--- src/rtl/rssi_pwm_pkg.sv ---
`default_nettype none
package rssi_pwm_pkg;

  // ----------------------------------------
  // Timing
  // ----------------------------------------
  localparam int unsigned CLK_PERIOD_NS  = 4;
  localparam int unsigned PWM_PERIOD_NS  = 8_320_000;
  localparam int unsigned PWM_STEPS      = 40;
  localparam int unsigned STEP_CYCLES    = PWM_PERIOD_NS / CLK_PERIOD_NS / PWM_STEPS;
  localparam int unsigned HOLD_UNIT_MS   = 100;
  localparam int unsigned HOLD_UNIT_CYC  = HOLD_UNIT_MS * 1_000_000 / CLK_PERIOD_NS;
  localparam int unsigned CFG_UNIT_MS    = 1;
  localparam int unsigned CFG_UNIT_CYC   = CFG_UNIT_MS * 1_000_000 / CLK_PERIOD_NS;
  localparam int unsigned TICK_W         = 25;

  // ----------------------------------------
  // Duty scale
  // ----------------------------------------
  localparam logic [5:0] DUTY_MAX_STEPS  = 6'h26;
  localparam logic [5:0] STEP_LAST      = 6'h27;
  localparam logic [7:0] KNEE_DB        = 8'h0A;

  // ----------------------------------------
  // Register and commands
  // ----------------------------------------
  localparam logic [7:0] CMD_HOLD_TIME   = 8'h22;
  localparam logic [7:0] HOLD_RESET      = 8'h20;
  localparam logic [7:0] HOLD_FOREVER    = 8'hFF;
  localparam logic [7:0] HOLD_OFF        = 8'h00;

  typedef enum logic [2:0] {
    ST_CFG_WINDOW,
    ST_WAIT_PKT,
    ST_ACTIVE,
    ST_IDLE_LOW,
    ST_DISABLED
  } ind_state_t;

  typedef struct packed {
    logic       valid;
    logic [7:0] margin_db;
  } pkt_t;

  typedef struct packed {
    logic       valid;
    logic       write;
    logic [7:0] code;
    logic [7:0] wdata;
  } cmd_t;

  typedef struct packed {
    logic       valid;
    logic [7:0] data;
  } rsp_t;

endpackage
`default_nettype wire
--- src/rtl/rssi_pwm_indicator.sv ---
`timescale 1ns/100ps
`default_nettype none
module rssi_pwm_indicator
#(
  parameter int unsigned STEP_CYC  = rssi_pwm_pkg::STEP_CYCLES,
  parameter int unsigned HOLD_CYC  = rssi_pwm_pkg::HOLD_UNIT_CYC,
  parameter int unsigned CFG_CYC   = rssi_pwm_pkg::CFG_UNIT_CYC
)
(
  // Clock and reset
  input  wire logic               mclk,
  input  wire logic               reset,
  // Received packet strength
  input  wire rssi_pwm_pkg::pkt_t pkt,
  // Command port
  input  wire rssi_pwm_pkg::cmd_t cmd,
  output var  rssi_pwm_pkg::rsp_t rsp,
  // Shared configuration and strength pin
  input  wire logic               pin_in,
  output var  logic               pin_out,
  output var  logic               pin_oe_n,
  output var  logic               cfg_level
);
  import rssi_pwm_pkg::*;

  // ----------------------------------------
  // Hold-time register and command answers
  // ----------------------------------------
  logic [7:0] hold_q;
  logic [7:0] hold_d;
  rsp_t       rsp_q;
  rsp_t       rsp_d;
  logic       hit;

  always_comb
  begin
    hit    = cmd.valid && (cmd.code == CMD_HOLD_TIME);
    hold_d = hold_q;
    rsp_d  = '0;
    if (hit && cmd.write)
    begin
      hold_d = cmd.wdata;
    end
    // Reads and writes both answer with the setting now in force
    if (hit)
    begin
      rsp_d.valid = 1'b1;
      rsp_d.data  = hold_d;
    end
  end

  always_ff @(posedge mclk)
  begin
    if (reset)
    begin
      hold_q <= HOLD_RESET;
      rsp_q  <= '0;
    end
    else
    begin
      hold_q <= hold_d;
      rsp_q  <= rsp_d;
    end
  end

  assign rsp = rsp_q;

  // ----------------------------------------
  // Margin to duty steps
  // ----------------------------------------
  logic [10:0] scaled;
  logic [7:0]  quot;
  logic [5:0]  steps;

  // Two line segments through the table points, rounded by adding half a divisor
  always_comb
  begin
    if (pkt.margin_db <= KNEE_DB)
    begin
      scaled = 11'(({3'h0, pkt.margin_db} << 3) + 11'h005);
    end
    else
    begin
      scaled = 11'(({3'h0, pkt.margin_db} * 11'h006) + 11'h019);
    end
    quot = 8'(scaled / 11'h00A);
    if (pkt.margin_db == 8'h00)
    begin
      steps = 6'h00;
    end
    else if (quot > {2'h0, DUTY_MAX_STEPS})
    begin
      steps = DUTY_MAX_STEPS;
    end
    else
    begin
      steps = quot[5:0];
    end
  end

  // ----------------------------------------
  // Pin ownership and hold timing
  // ----------------------------------------
  ind_state_t          state_q;
  ind_state_t          state_d;
  logic [TICK_W-1:0]   tick_q;
  logic [TICK_W-1:0]   tick_d;
  logic [7:0]          unit_q;
  logic [7:0]          unit_d;
  logic [5:0]          duty_q;
  logic [5:0]          duty_d;
  logic                unit_end;
  logic [TICK_W-1:0]   tick_lim;

  always_comb
  begin
    state_d  = state_q;
    duty_d   = duty_q;
    tick_lim = (state_q == ST_CFG_WINDOW) ? TICK_W'(CFG_CYC - 1) : TICK_W'(HOLD_CYC - 1);
    unit_end = (tick_q == tick_lim);
    tick_d   = unit_end ? '0 : TICK_W'(tick_q + 1'b1);
    unit_d   = unit_end ? 8'(unit_q + 1'b1) : unit_q;
    if (pkt.valid)
    begin
      duty_d = steps;
    end
    case (state_q)
      ST_CFG_WINDOW:
      begin
        // Pin listens for configuration level for hold_q milliseconds
        if (unit_end && (unit_d >= hold_q))
        begin
          state_d = ST_WAIT_PKT;
          tick_d  = '0;
          unit_d  = '0;
        end
      end
      ST_WAIT_PKT, ST_IDLE_LOW:
      begin
        tick_d = '0;
        unit_d = '0;
        if (pkt.valid)
        begin
          state_d = ST_ACTIVE;
        end
      end
      ST_ACTIVE:
      begin
        if (pkt.valid)
        begin
          tick_d = '0;
          unit_d = '0;
        end
        else if (hold_q == HOLD_FOREVER)
        begin
          tick_d = '0;
          unit_d = '0;
        end
        else if (unit_end && (unit_d >= hold_q))
        begin
          state_d = ST_IDLE_LOW;
          duty_d  = 6'h00;
        end
      end
      default:
      begin
        tick_d = '0;
        unit_d = '0;
      end
    endcase
    // A zero setting takes the pin back as input at any time
    if (hold_d == HOLD_OFF)
    begin
      state_d = ST_DISABLED;
      duty_d  = 6'h00;
      tick_d  = '0;
      unit_d  = '0;
    end
    else if (state_q == ST_DISABLED)
    begin
      state_d = ST_WAIT_PKT;
    end
  end

  always_ff @(posedge mclk)
  begin
    if (reset)
    begin
      state_q <= ST_CFG_WINDOW;
      tick_q  <= '0;
      unit_q  <= '0;
      duty_q  <= 6'h00;
    end
    else
    begin
      state_q <= state_d;
      tick_q  <= tick_d;
      unit_q  <= unit_d;
      duty_q  <= duty_d;
    end
  end

  // ----------------------------------------
  // PWM step sequencer and pin drive
  // ----------------------------------------
  logic [TICK_W-1:0] sub_q;
  logic [TICK_W-1:0] sub_d;
  logic [5:0]        step_q;
  logic [5:0]        step_d;
  logic              pin_out_q;
  logic              pin_out_d;
  logic              oe_n_q;
  logic              oe_n_d;
  logic              cfg_q;
  logic              cfg_d;

  // Free-running period keeps the pulse phase independent of packet timing
  always_comb
  begin
    sub_d  = TICK_W'(sub_q + 1'b1);
    step_d = step_q;
    if (sub_q == TICK_W'(STEP_CYC - 1))
    begin
      sub_d  = '0;
      step_d = (step_q == STEP_LAST) ? 6'h00 : 6'(step_q + 1'b1);
    end
    oe_n_d    = (state_q == ST_CFG_WINDOW) || (state_q == ST_DISABLED);
    pin_out_d = (state_q == ST_ACTIVE) && (step_q < duty_q);
    cfg_d     = oe_n_q ? pin_in : cfg_q;
  end

  always_ff @(posedge mclk)
  begin
    if (reset)
    begin
      sub_q     <= '0;
      step_q    <= 6'h00;
      pin_out_q <= 1'b0;
      oe_n_q    <= 1'b1;
      cfg_q     <= 1'b0;
    end
    else
    begin
      sub_q     <= sub_d;
      step_q    <= step_d;
      pin_out_q <= pin_out_d;
      oe_n_q    <= oe_n_d;
      cfg_q     <= cfg_d;
    end
  end

  assign pin_out   = pin_out_q;
  assign pin_oe_n  = oe_n_q;
  assign cfg_level = cfg_q;
endmodule
`default_nettype wire

--- config.mk ---
export PLATFORM = sky130hd
export DESIGN_NAME = rssi_pwm_indicator
export DESIGN_NICKNAME = d
export VERILOG_FILES = /design/src/rtl/rssi_pwm_pkg.sv /design/src/rtl/rssi_pwm_indicator.sv
export SDC_FILE = /design/constraint.sdc
export NUM_CORES = 1
export LEC_CHECK = 0
export BUFFER_PORTS_ARGS = -buffer_cell sky130_fd_sc_hd__clkbuf_2
export CAP_MARGIN = 0
export CORE_MARGIN = 10
export CORE_UTILIZATION = 35
export CTS_CLUSTER_DIAMETER = 30
export DETAILED_ROUTE_END_ITERATION = 7
export PLACE_DENSITY = 0.54
export SLEW_MARGIN = 20
export SYNTH_ARGS = -nofsm -noshare
export SYNTH_HDL_FRONTEND = slang
export SYNTH_SLANG_ARGS = --single-unit
--- constraint.sdc ---
create_clock -name mclk -period 16.8 [get_ports mclk]
set_clock_uncertainty 0.15 [all_clocks]
set_input_delay 3.36 -clock mclk [delete_from_list [all_inputs] [get_ports mclk]]
set_output_delay 3.36 -clock mclk [all_outputs]
set_load 0.01 [all_outputs]
### After elaboration in Yosys (flattened, before gate mapping)

Cells that the tools add are included.

| cells by class | value |
|---|---|
| add/sub/neg operators | 6 |
| bitwise operators | 1 |
| multipliers | 1 |
| mux-type cells | 30 |
| divide/modulo/power cells | 1 |
| reductions and logical operators | 19 |
| magnitude comparators | 4 |
| eq/ne operators | 24 |

Operators with widths:

| cell | number |
|---|---|
| $mux W25 | 5 |
| $add A25 B1 Y25 const B | 2 |
| $pmux W25 S2 | 1 |
| $mux W6 | 8 |
| $mux W8 | 5 |
| $eq A25 B16 Y1 const B | 1 |
| $eq A25 B25 Y1 | 1 |
| $mux W3 | 7 |
| $reduce_and A6 Y1 | 3 |
| $logic_not A8 Y1 | 2 |
| $ne A4 B4 Y1 const B | 4 |
| $pmux W8 S2 | 1 |
| $ne A3 B3 Y1 const B | 4 |
| $add A11 B3 Y11 const B | 1 |
| $add A11 B5 Y11 const B | 1 |
| $div A11 B4 Y11 const B | 1 |
| $mux W11 | 1 |
| $mul A8 B2 Y10 const B | 1 |
| $mux W9 | 1 |
| $pmux W3 S3 | 1 |
| $add A8 B1 Y8 const B | 1 |
| $eq A8 B6 Y1 const B | 1 |
| $eq A8 B8 Y1 const B | 1 |
| $ge A8 B8 Y1 | 1 |
| other kinds (21) | 31 |

| storage, ports and cells | value |
|---|---|
| bits of input ports | 30 |
| register bits | 93 |
| word-level logic and storage cells | 100 |
| output and inout port bits | 12 |

### Longest topological paths before layout

| logic depth | value |
|---|---|
| word-level depth | 12 |
| depth in mapped cells | 23 |
| mapped depth without buffers | 23 |

### Least setup slack after synthesis

OpenSTA, ideal clock, no wires.

| path | value |
|---|---|
| kind | in2reg |
| start | input pkt[0] in the netlist's numbering |
| end | register duty_q[0] |
| path buffers | 0 |
| setup time | 135 ps |
| arrival time | 7,578 ps |
| required time | 16,515 ps |
| slack | 8,937 ps |
| stages on the path | 17 |
| cell sequence | ha_1 fa_1 xor2_1 inv_1 ha_1 xnor3_1 mux2i_1 nor2_1 mux2_2 a221o_1 o22ai_2 nor2_1 a311o_1 nor4_4 nand2_1 a2111oi_0 o211ai_1 |

| on the way | value |
|---|---|
| longest elaborated chain between the ends | 12 |
| elaborated cells between the ends (all ways) | 15 |
| those cells by class | 2 x add/sub; 1 x mul; 1 x div; 2 x order compare; 8 x mux; 1 x reduce/logical |

Ends and longest elaborated chain:

| item | RTL line | text |
|---|---|---|
| start: declaration | rssi_pwm_indicator.sv:14 | `input wire rssi_pwm_pkg::pkt_t pkt,` |
| $mul A8 B2 Y10 | rssi_pwm_indicator.sv:84 | `scaled = 11'(({3'h0, pkt.margin_db} * 11'h006) + 11'h019);` |
| $add A11 B5 Y11 | rssi_pwm_indicator.sv:84 |  |
| $mux W11 | rssi_pwm_indicator.sv:78 | `if (pkt.margin_db <= KNEE_DB)` |
| $div A11 B4 Y11 | rssi_pwm_indicator.sv:86 | `quot = 8'(scaled / 11'h00A);` |
| $gt A8 B6 Y1 | rssi_pwm_indicator.sv:91 | `else if (quot > {2'h0, DUTY_MAX_STEPS})` |
| $mux W6 | rssi_pwm_indicator.sv:91 |  |
| $mux W6 * | rssi_pwm_indicator.sv:87 | `if (pkt.margin_db == 8'h00)` |
| $mux W6 * | rssi_pwm_indicator.sv:123 | `if (pkt.valid)` |
| $mux W6 | rssi_pwm_indicator.sv:159 | `else if (unit_end && (unit_d >= hold_q))` |
| $mux W6 | rssi_pwm_indicator.sv:154 | `else if (hold_q == HOLD_FOREVER)` |
| $mux W6 | rssi_pwm_indicator.sv:149 | `if (pkt.valid)` |
| $mux W6 * | rssi_pwm_indicator.sv:127 | `case (state_q)` |
| end signal: assignment | rssi_pwm_indicator.sv:199 | `duty_q <= duty_d;` |
| end: declaration | rssi_pwm_indicator.sv:110 | `logic [5:0] duty_q;` |

Every way passes the cells marked *; elsewhere a longest branch is shown, timed or not.
A chain may end at the register's enable or synchronous reset.

### Final worst setup path

Ends and elaborated chain as after synthesis.

==> results.txt <==
The analysis attributes to cell leakage a power of 0.00273 uW. The compound-cell area share of the yosys netlist is 16.9%. The critical path goes through clkbuf_2, ha_1, fa_1, xor2_1, inv_1, ha_1, xnor3_1, mux2i_1, nor2_1, mux2_2, a221o_1, o22ai_2, nor2_1, a311o_1, nor4_4, nand2_1, a2111oi_0, o211ai_1. In this run, synthesis produced a sequential element count of 93. The aggregate routed wire length is ~14000 microns. The total count of max-transition violations in the final report is 0. The worst hold path endpoint is tick_q[0]. The worst hold margin came out at around 0.31 ns. Setup repair after global routing left no endpoint under its margin. The final hold violation count came out at 0. The class of the most critical setup path is primary input to flip-flop. The detail route stage leaves a number of antenna-violating nets equal to 0. The count of distinct cell types in the synthesized netlist came out at 77. The number of cells on the worst reg-to-reg path is 21. The first global-routing pass estimated 23800 microns of wire. The total overflow reported by the global router is 0. Clock latency on the worst-skew pair, taken at its later pin, is 0.34 ns. The number of buffers inserted for hold repair after clock tree synthesis came out at 0. The number of ports placed on the die boundary is 42.

The worst path arrival time came out at 8.91 ns. The pre-antenna-repair detailed-routing pass consisted of 4 iterations. The core outline area came out at 17200 sq um. The clock tree synthesis step divided the H-tree into 3 levels. The synthesized area divided by synthesized cell count is just over 8 sq um. The total power came out at 682 uW. Dividing the final minimum period by the clock period gives 52.7%. The half-perimeter wire length of the detailed placement result came out at 10500 microns. The run finished with clean final reports. For this configuration, the core starts out at a cell density of a little over a third.

The number of max-cap violations came out at 0. The total number of vias is 5230. The clock sink count came out at 93. The reg2reg setup slack is 12.26 ns.

In this run the deepest clock path goes through 2 buffers. Power spread over the standard cell area amounts to 101 nW/um^2. STA classifies the critical path endpoint as a flip-flop. The origin of the worst min-delay path is tick_q[0]. The worst register-to-register path begins at tick_q[20].

The floorplan step set the die width to between 150 and 200 microns. The floorplan die area came out at 23000 sq um. The required time of the critical path came out at 16.86 ns.

The accumulated negative setup slack came out at 0 ns. The number of gates resized after CTS was 0. The share of synthesized area occupied by flip-flops and latches came out at slightly above 30%. The maximum ir drop on the vdd rail came out at 0.0569 mV. The post-synthesis share of cell area spent on and, or, nand and nor gates came out at 28.6%.

The pin count of the biggest net entering global routing came out at 25. The clock period could shrink to 8.85 ns. The net count after synthesis came out at 819. The post-CTS setup buffer count came out at 0. Setup violations remaining at the end of the flow were counted as 0. The number of cells on the worst hold path is 1.

The number of design rule violations left after detail routing came out at 0. The tree is rooted in a sky130_fd_sc_hd__clkbuf_16. The final-stage net count came out at around 850. In this run the critical register-to-register path is captured at duty_q[1].

The multiplexer share of the synthesized area is 2.51%. The routed length per placed instance is 13.7 microns. The cell count after synthesis came out at 754. The slew of the pin with the lowest slew margin is 0.967 ns. Along the worst path, the maximum fanout reaches 21. The path class of the tightest hold or removal check is flip-flop to flip-flop.

The share of post-route cells with drive strength above 1 came out at 10.9%. Counting the buffers created by CTS gives 9. The adder and majority gate portion of the synthesized area is 7.68%. In the layout the commonest cells are 115 x sky130_fd_sc_hd__nor2_1, 93 x sky130_fd_sc_hd__dfxtp_1, 57 x sky130_fd_sc_hd__nand2_1, 41 x sky130_fd_sc_hd__clkbuf_2. Tracing the worst setup path back leads to its startpoint at pkt[0]. The post-synthesis xor/xnor area fraction is 9.68%. For this run, the leading register cell type out of synthesis is sky130_fd_sc_hd__dfxtp_1.

From bottom edge to top edge, the die measures 152 microns. In this run the cell area of the synthesized design comes to about 6000 sq um. The clock slew seen by the registers of the worst setup and hold paths came out at 0.07 ns. The Yosys step of the flow raised 0 warnings. The number of enable-type register cells in the synthesized netlist is 0. The final weighted congestion of routability-driven global placement is approximately 0.85. The number of antenna violations at the first check in global routing is 0.

The number of antenna repair diodes is 0. The library cell used most frequently in the layout, excluding fill and tap cells, is sky130_fd_sc_hd__nor2_1. The initialized floorplan defines 48 standard-cell rows.

The number of I/O port buffers came out at between 40 and 50. The slowest cell on the critical path is sky130_fd_sc_hd__o22ai_2. The overall fraction of global-route tracks in use came out at 12.3%. TritonCTS built the clock tree. Based on the critical path, the design can be clocked at up to 113 MHz.

STA classifies the critical path startpoint as a primary input. Measured against its own limit, the worst slew margin works out to 35.0%. The number of violations reported at the end of detailed-routing iteration 0 is 268.

The proportion of register bits with asynchronous set or reset after synthesis came out at 0%. In this design, the stage delay of the slowest critical-path cell is 0.65 ns. The ratio of routed vias to standard cells came out at slightly above 5. The main combinational cell family by area after synthesis is simple AND/OR/NAND/NOR gates. The number of global-route vias before repair came out at approximately 4900. The layout-stage area growth over the synthesis result is 11.5%.
## stage by stage
stage	instance area [sq um]	cells	worst slack [ns]	util, %
2_1_floorplan	6070	754	8.94	-
3_3_place_gp	6480	1001	7.65	37.7
3_5_place_dp	6480	1001	7.59	37.7
4_1_cts	6780	1017	7.93	39.4
5_1_grt	6780	1017	7.36	39.4
6_report	6780	1017	7.95	39.4
## worst max-delay path by stage
stage                      endpoint  slack (ns)  depth (start not counted)
after global routing      duty_q[0]        7.36                         18
after CTS                 duty_q[0]        7.93                         18
final                     duty_q[0]        7.95                         18
after detailed placement  duty_q[0]        7.59                         18
after floorplan           duty_q[0]        8.94                         17
after global placement    duty_q[0]        7.65                         18
## worst max-delay path, delay by kind of cell
kind / cells / cell delay, ns
adders and majority gates: 3 / 0.95
xor gates and xnor gates: 2 / 0.64
AOI/OAI and AO/OA: 5 / 2.00
buffers and inverters: 2 / 0.21
and+or+nand+nor: 4 / 0.85
muxes: 2 / 0.88
## cells by family (layout without fill, tap and decap cells)
logic type	count (synthesis)	count (layout)
adder cells (fa/ha/maj)	37	37
buffers and inverters	59	97
XOR/XNOR	64	64
multiplexers	15	15
flip-flops	93	93
AND/OR/NAND/NOR	346	346
AO/OA/AOI/OAI	140	140
## layout make-up
| cell class | count | area [sq um] |
|---|---|---|
| well taps | 225 | 282 |
| multi-input cells | 602 | 3970 |
| inverters | 37 | 139 |
| flip-flops and latches | 93 | 1860 |
| fillers | 1818 | 10400 |
| clock inverters | 7 | 67.6 |
| repair buffers | 44 | 228 |
| clock buffers | 9 | 225 |
## synth_stat cells (4+ instances only)
cell type | instances | area (sq um)
sky130_fd_sc_hd__nand4_1 | 17 | 106
sky130_fd_sc_hd__or2_2 | 6 | 37.5
sky130_fd_sc_hd__xnor2_1 | 26 | 228
sky130_fd_sc_hd__and4_1 | 4 | 35.0
sky130_fd_sc_hd__clkbuf_1 | 17 | 63.8
sky130_fd_sc_hd__nand3_1 | 37 | 185
sky130_fd_sc_hd__or3_1 | 5 | 31.3
sky130_fd_sc_hd__o21ai_0 | 28 | 140
sky130_fd_sc_hd__o21a_1 | 4 | 30.0
sky130_fd_sc_hd__a2111oi_0 | 4 | 35.0
sky130_fd_sc_hd__nand2b_1 | 9 | 56.3
sky130_fd_sc_hd__o211a_1 | 4 | 40.0
sky130_fd_sc_hd__o31ai_1 | 4 | 30.0
sky130_fd_sc_hd__and2_1 | 7 | 43.8
sky130_fd_sc_hd__a21o_1 | 6 | 45.0
sky130_fd_sc_hd__nor4_1 | 16 | 100
sky130_fd_sc_hd__a211oi_1 | 5 | 37.5
sky130_fd_sc_hd__nor3_1 | 18 | 90.1
sky130_fd_sc_hd__and3_1 | 17 | 106
sky130_fd_sc_hd__nor2_1 | 115 | 432
sky130_fd_sc_hd__nand2_1 | 57 | 214
sky130_fd_sc_hd__a21oi_1 | 31 | 155
sky130_fd_sc_hd__or4_1 | 5 | 37.5
sky130_fd_sc_hd__nor2b_1 | 14 | 87.6
sky130_fd_sc_hd__mux2i_1 | 13 | 130
sky130_fd_sc_hd__o211ai_1 | 4 | 30.0
sky130_fd_sc_hd__inv_1 | 37 | 139
sky130_fd_sc_hd__ha_1 | 34 | 425
sky130_fd_sc_hd__xor2_1 | 36 | 315
sky130_fd_sc_hd__dfxtp_1 | 93 | 1860
sky130_fd_sc_hd__a31oi_1 | 5 | 31.3
sky130_fd_sc_hd__a311oi_1 | 5 | 43.8
## state kept, by name, indices dropped and copies added (netlist names)
| signal | cells |
|---|---|
| pin_oe_n | 1 |
| step_q | 6 |
| unit_q | 8 |
| cfg_level | 1 |
| rsp | 9 |
| sub_q | 25 |
| state_q | 3 |
| tick_q | 25 |
| hold_q | 8 |
| pin_out | 1 |
| duty_q | 6 |
## routing by layer
metal / up-vias / global-route usage (%) / wire length [microns]
met5: - / 0 / 0
met4: 0 / 3.00 / 143
met3: 10 / 2.32 / 651
met2: 82 / 19.1 / 5990
met1: 2374 / 17.1 / 7100
li1: 2764 / - / -
## report_power, final
part	total [uW]	internal, uW	switching (uW)	leakage (uW)
Combinational	254	103	151	0.00184
Clock	199	104	94.6	0.000142
Sequential	230	226	3.49	0.000751
Total	682	433	249	0.00273
Note: power is estimated with default switching activity, not from simulation.
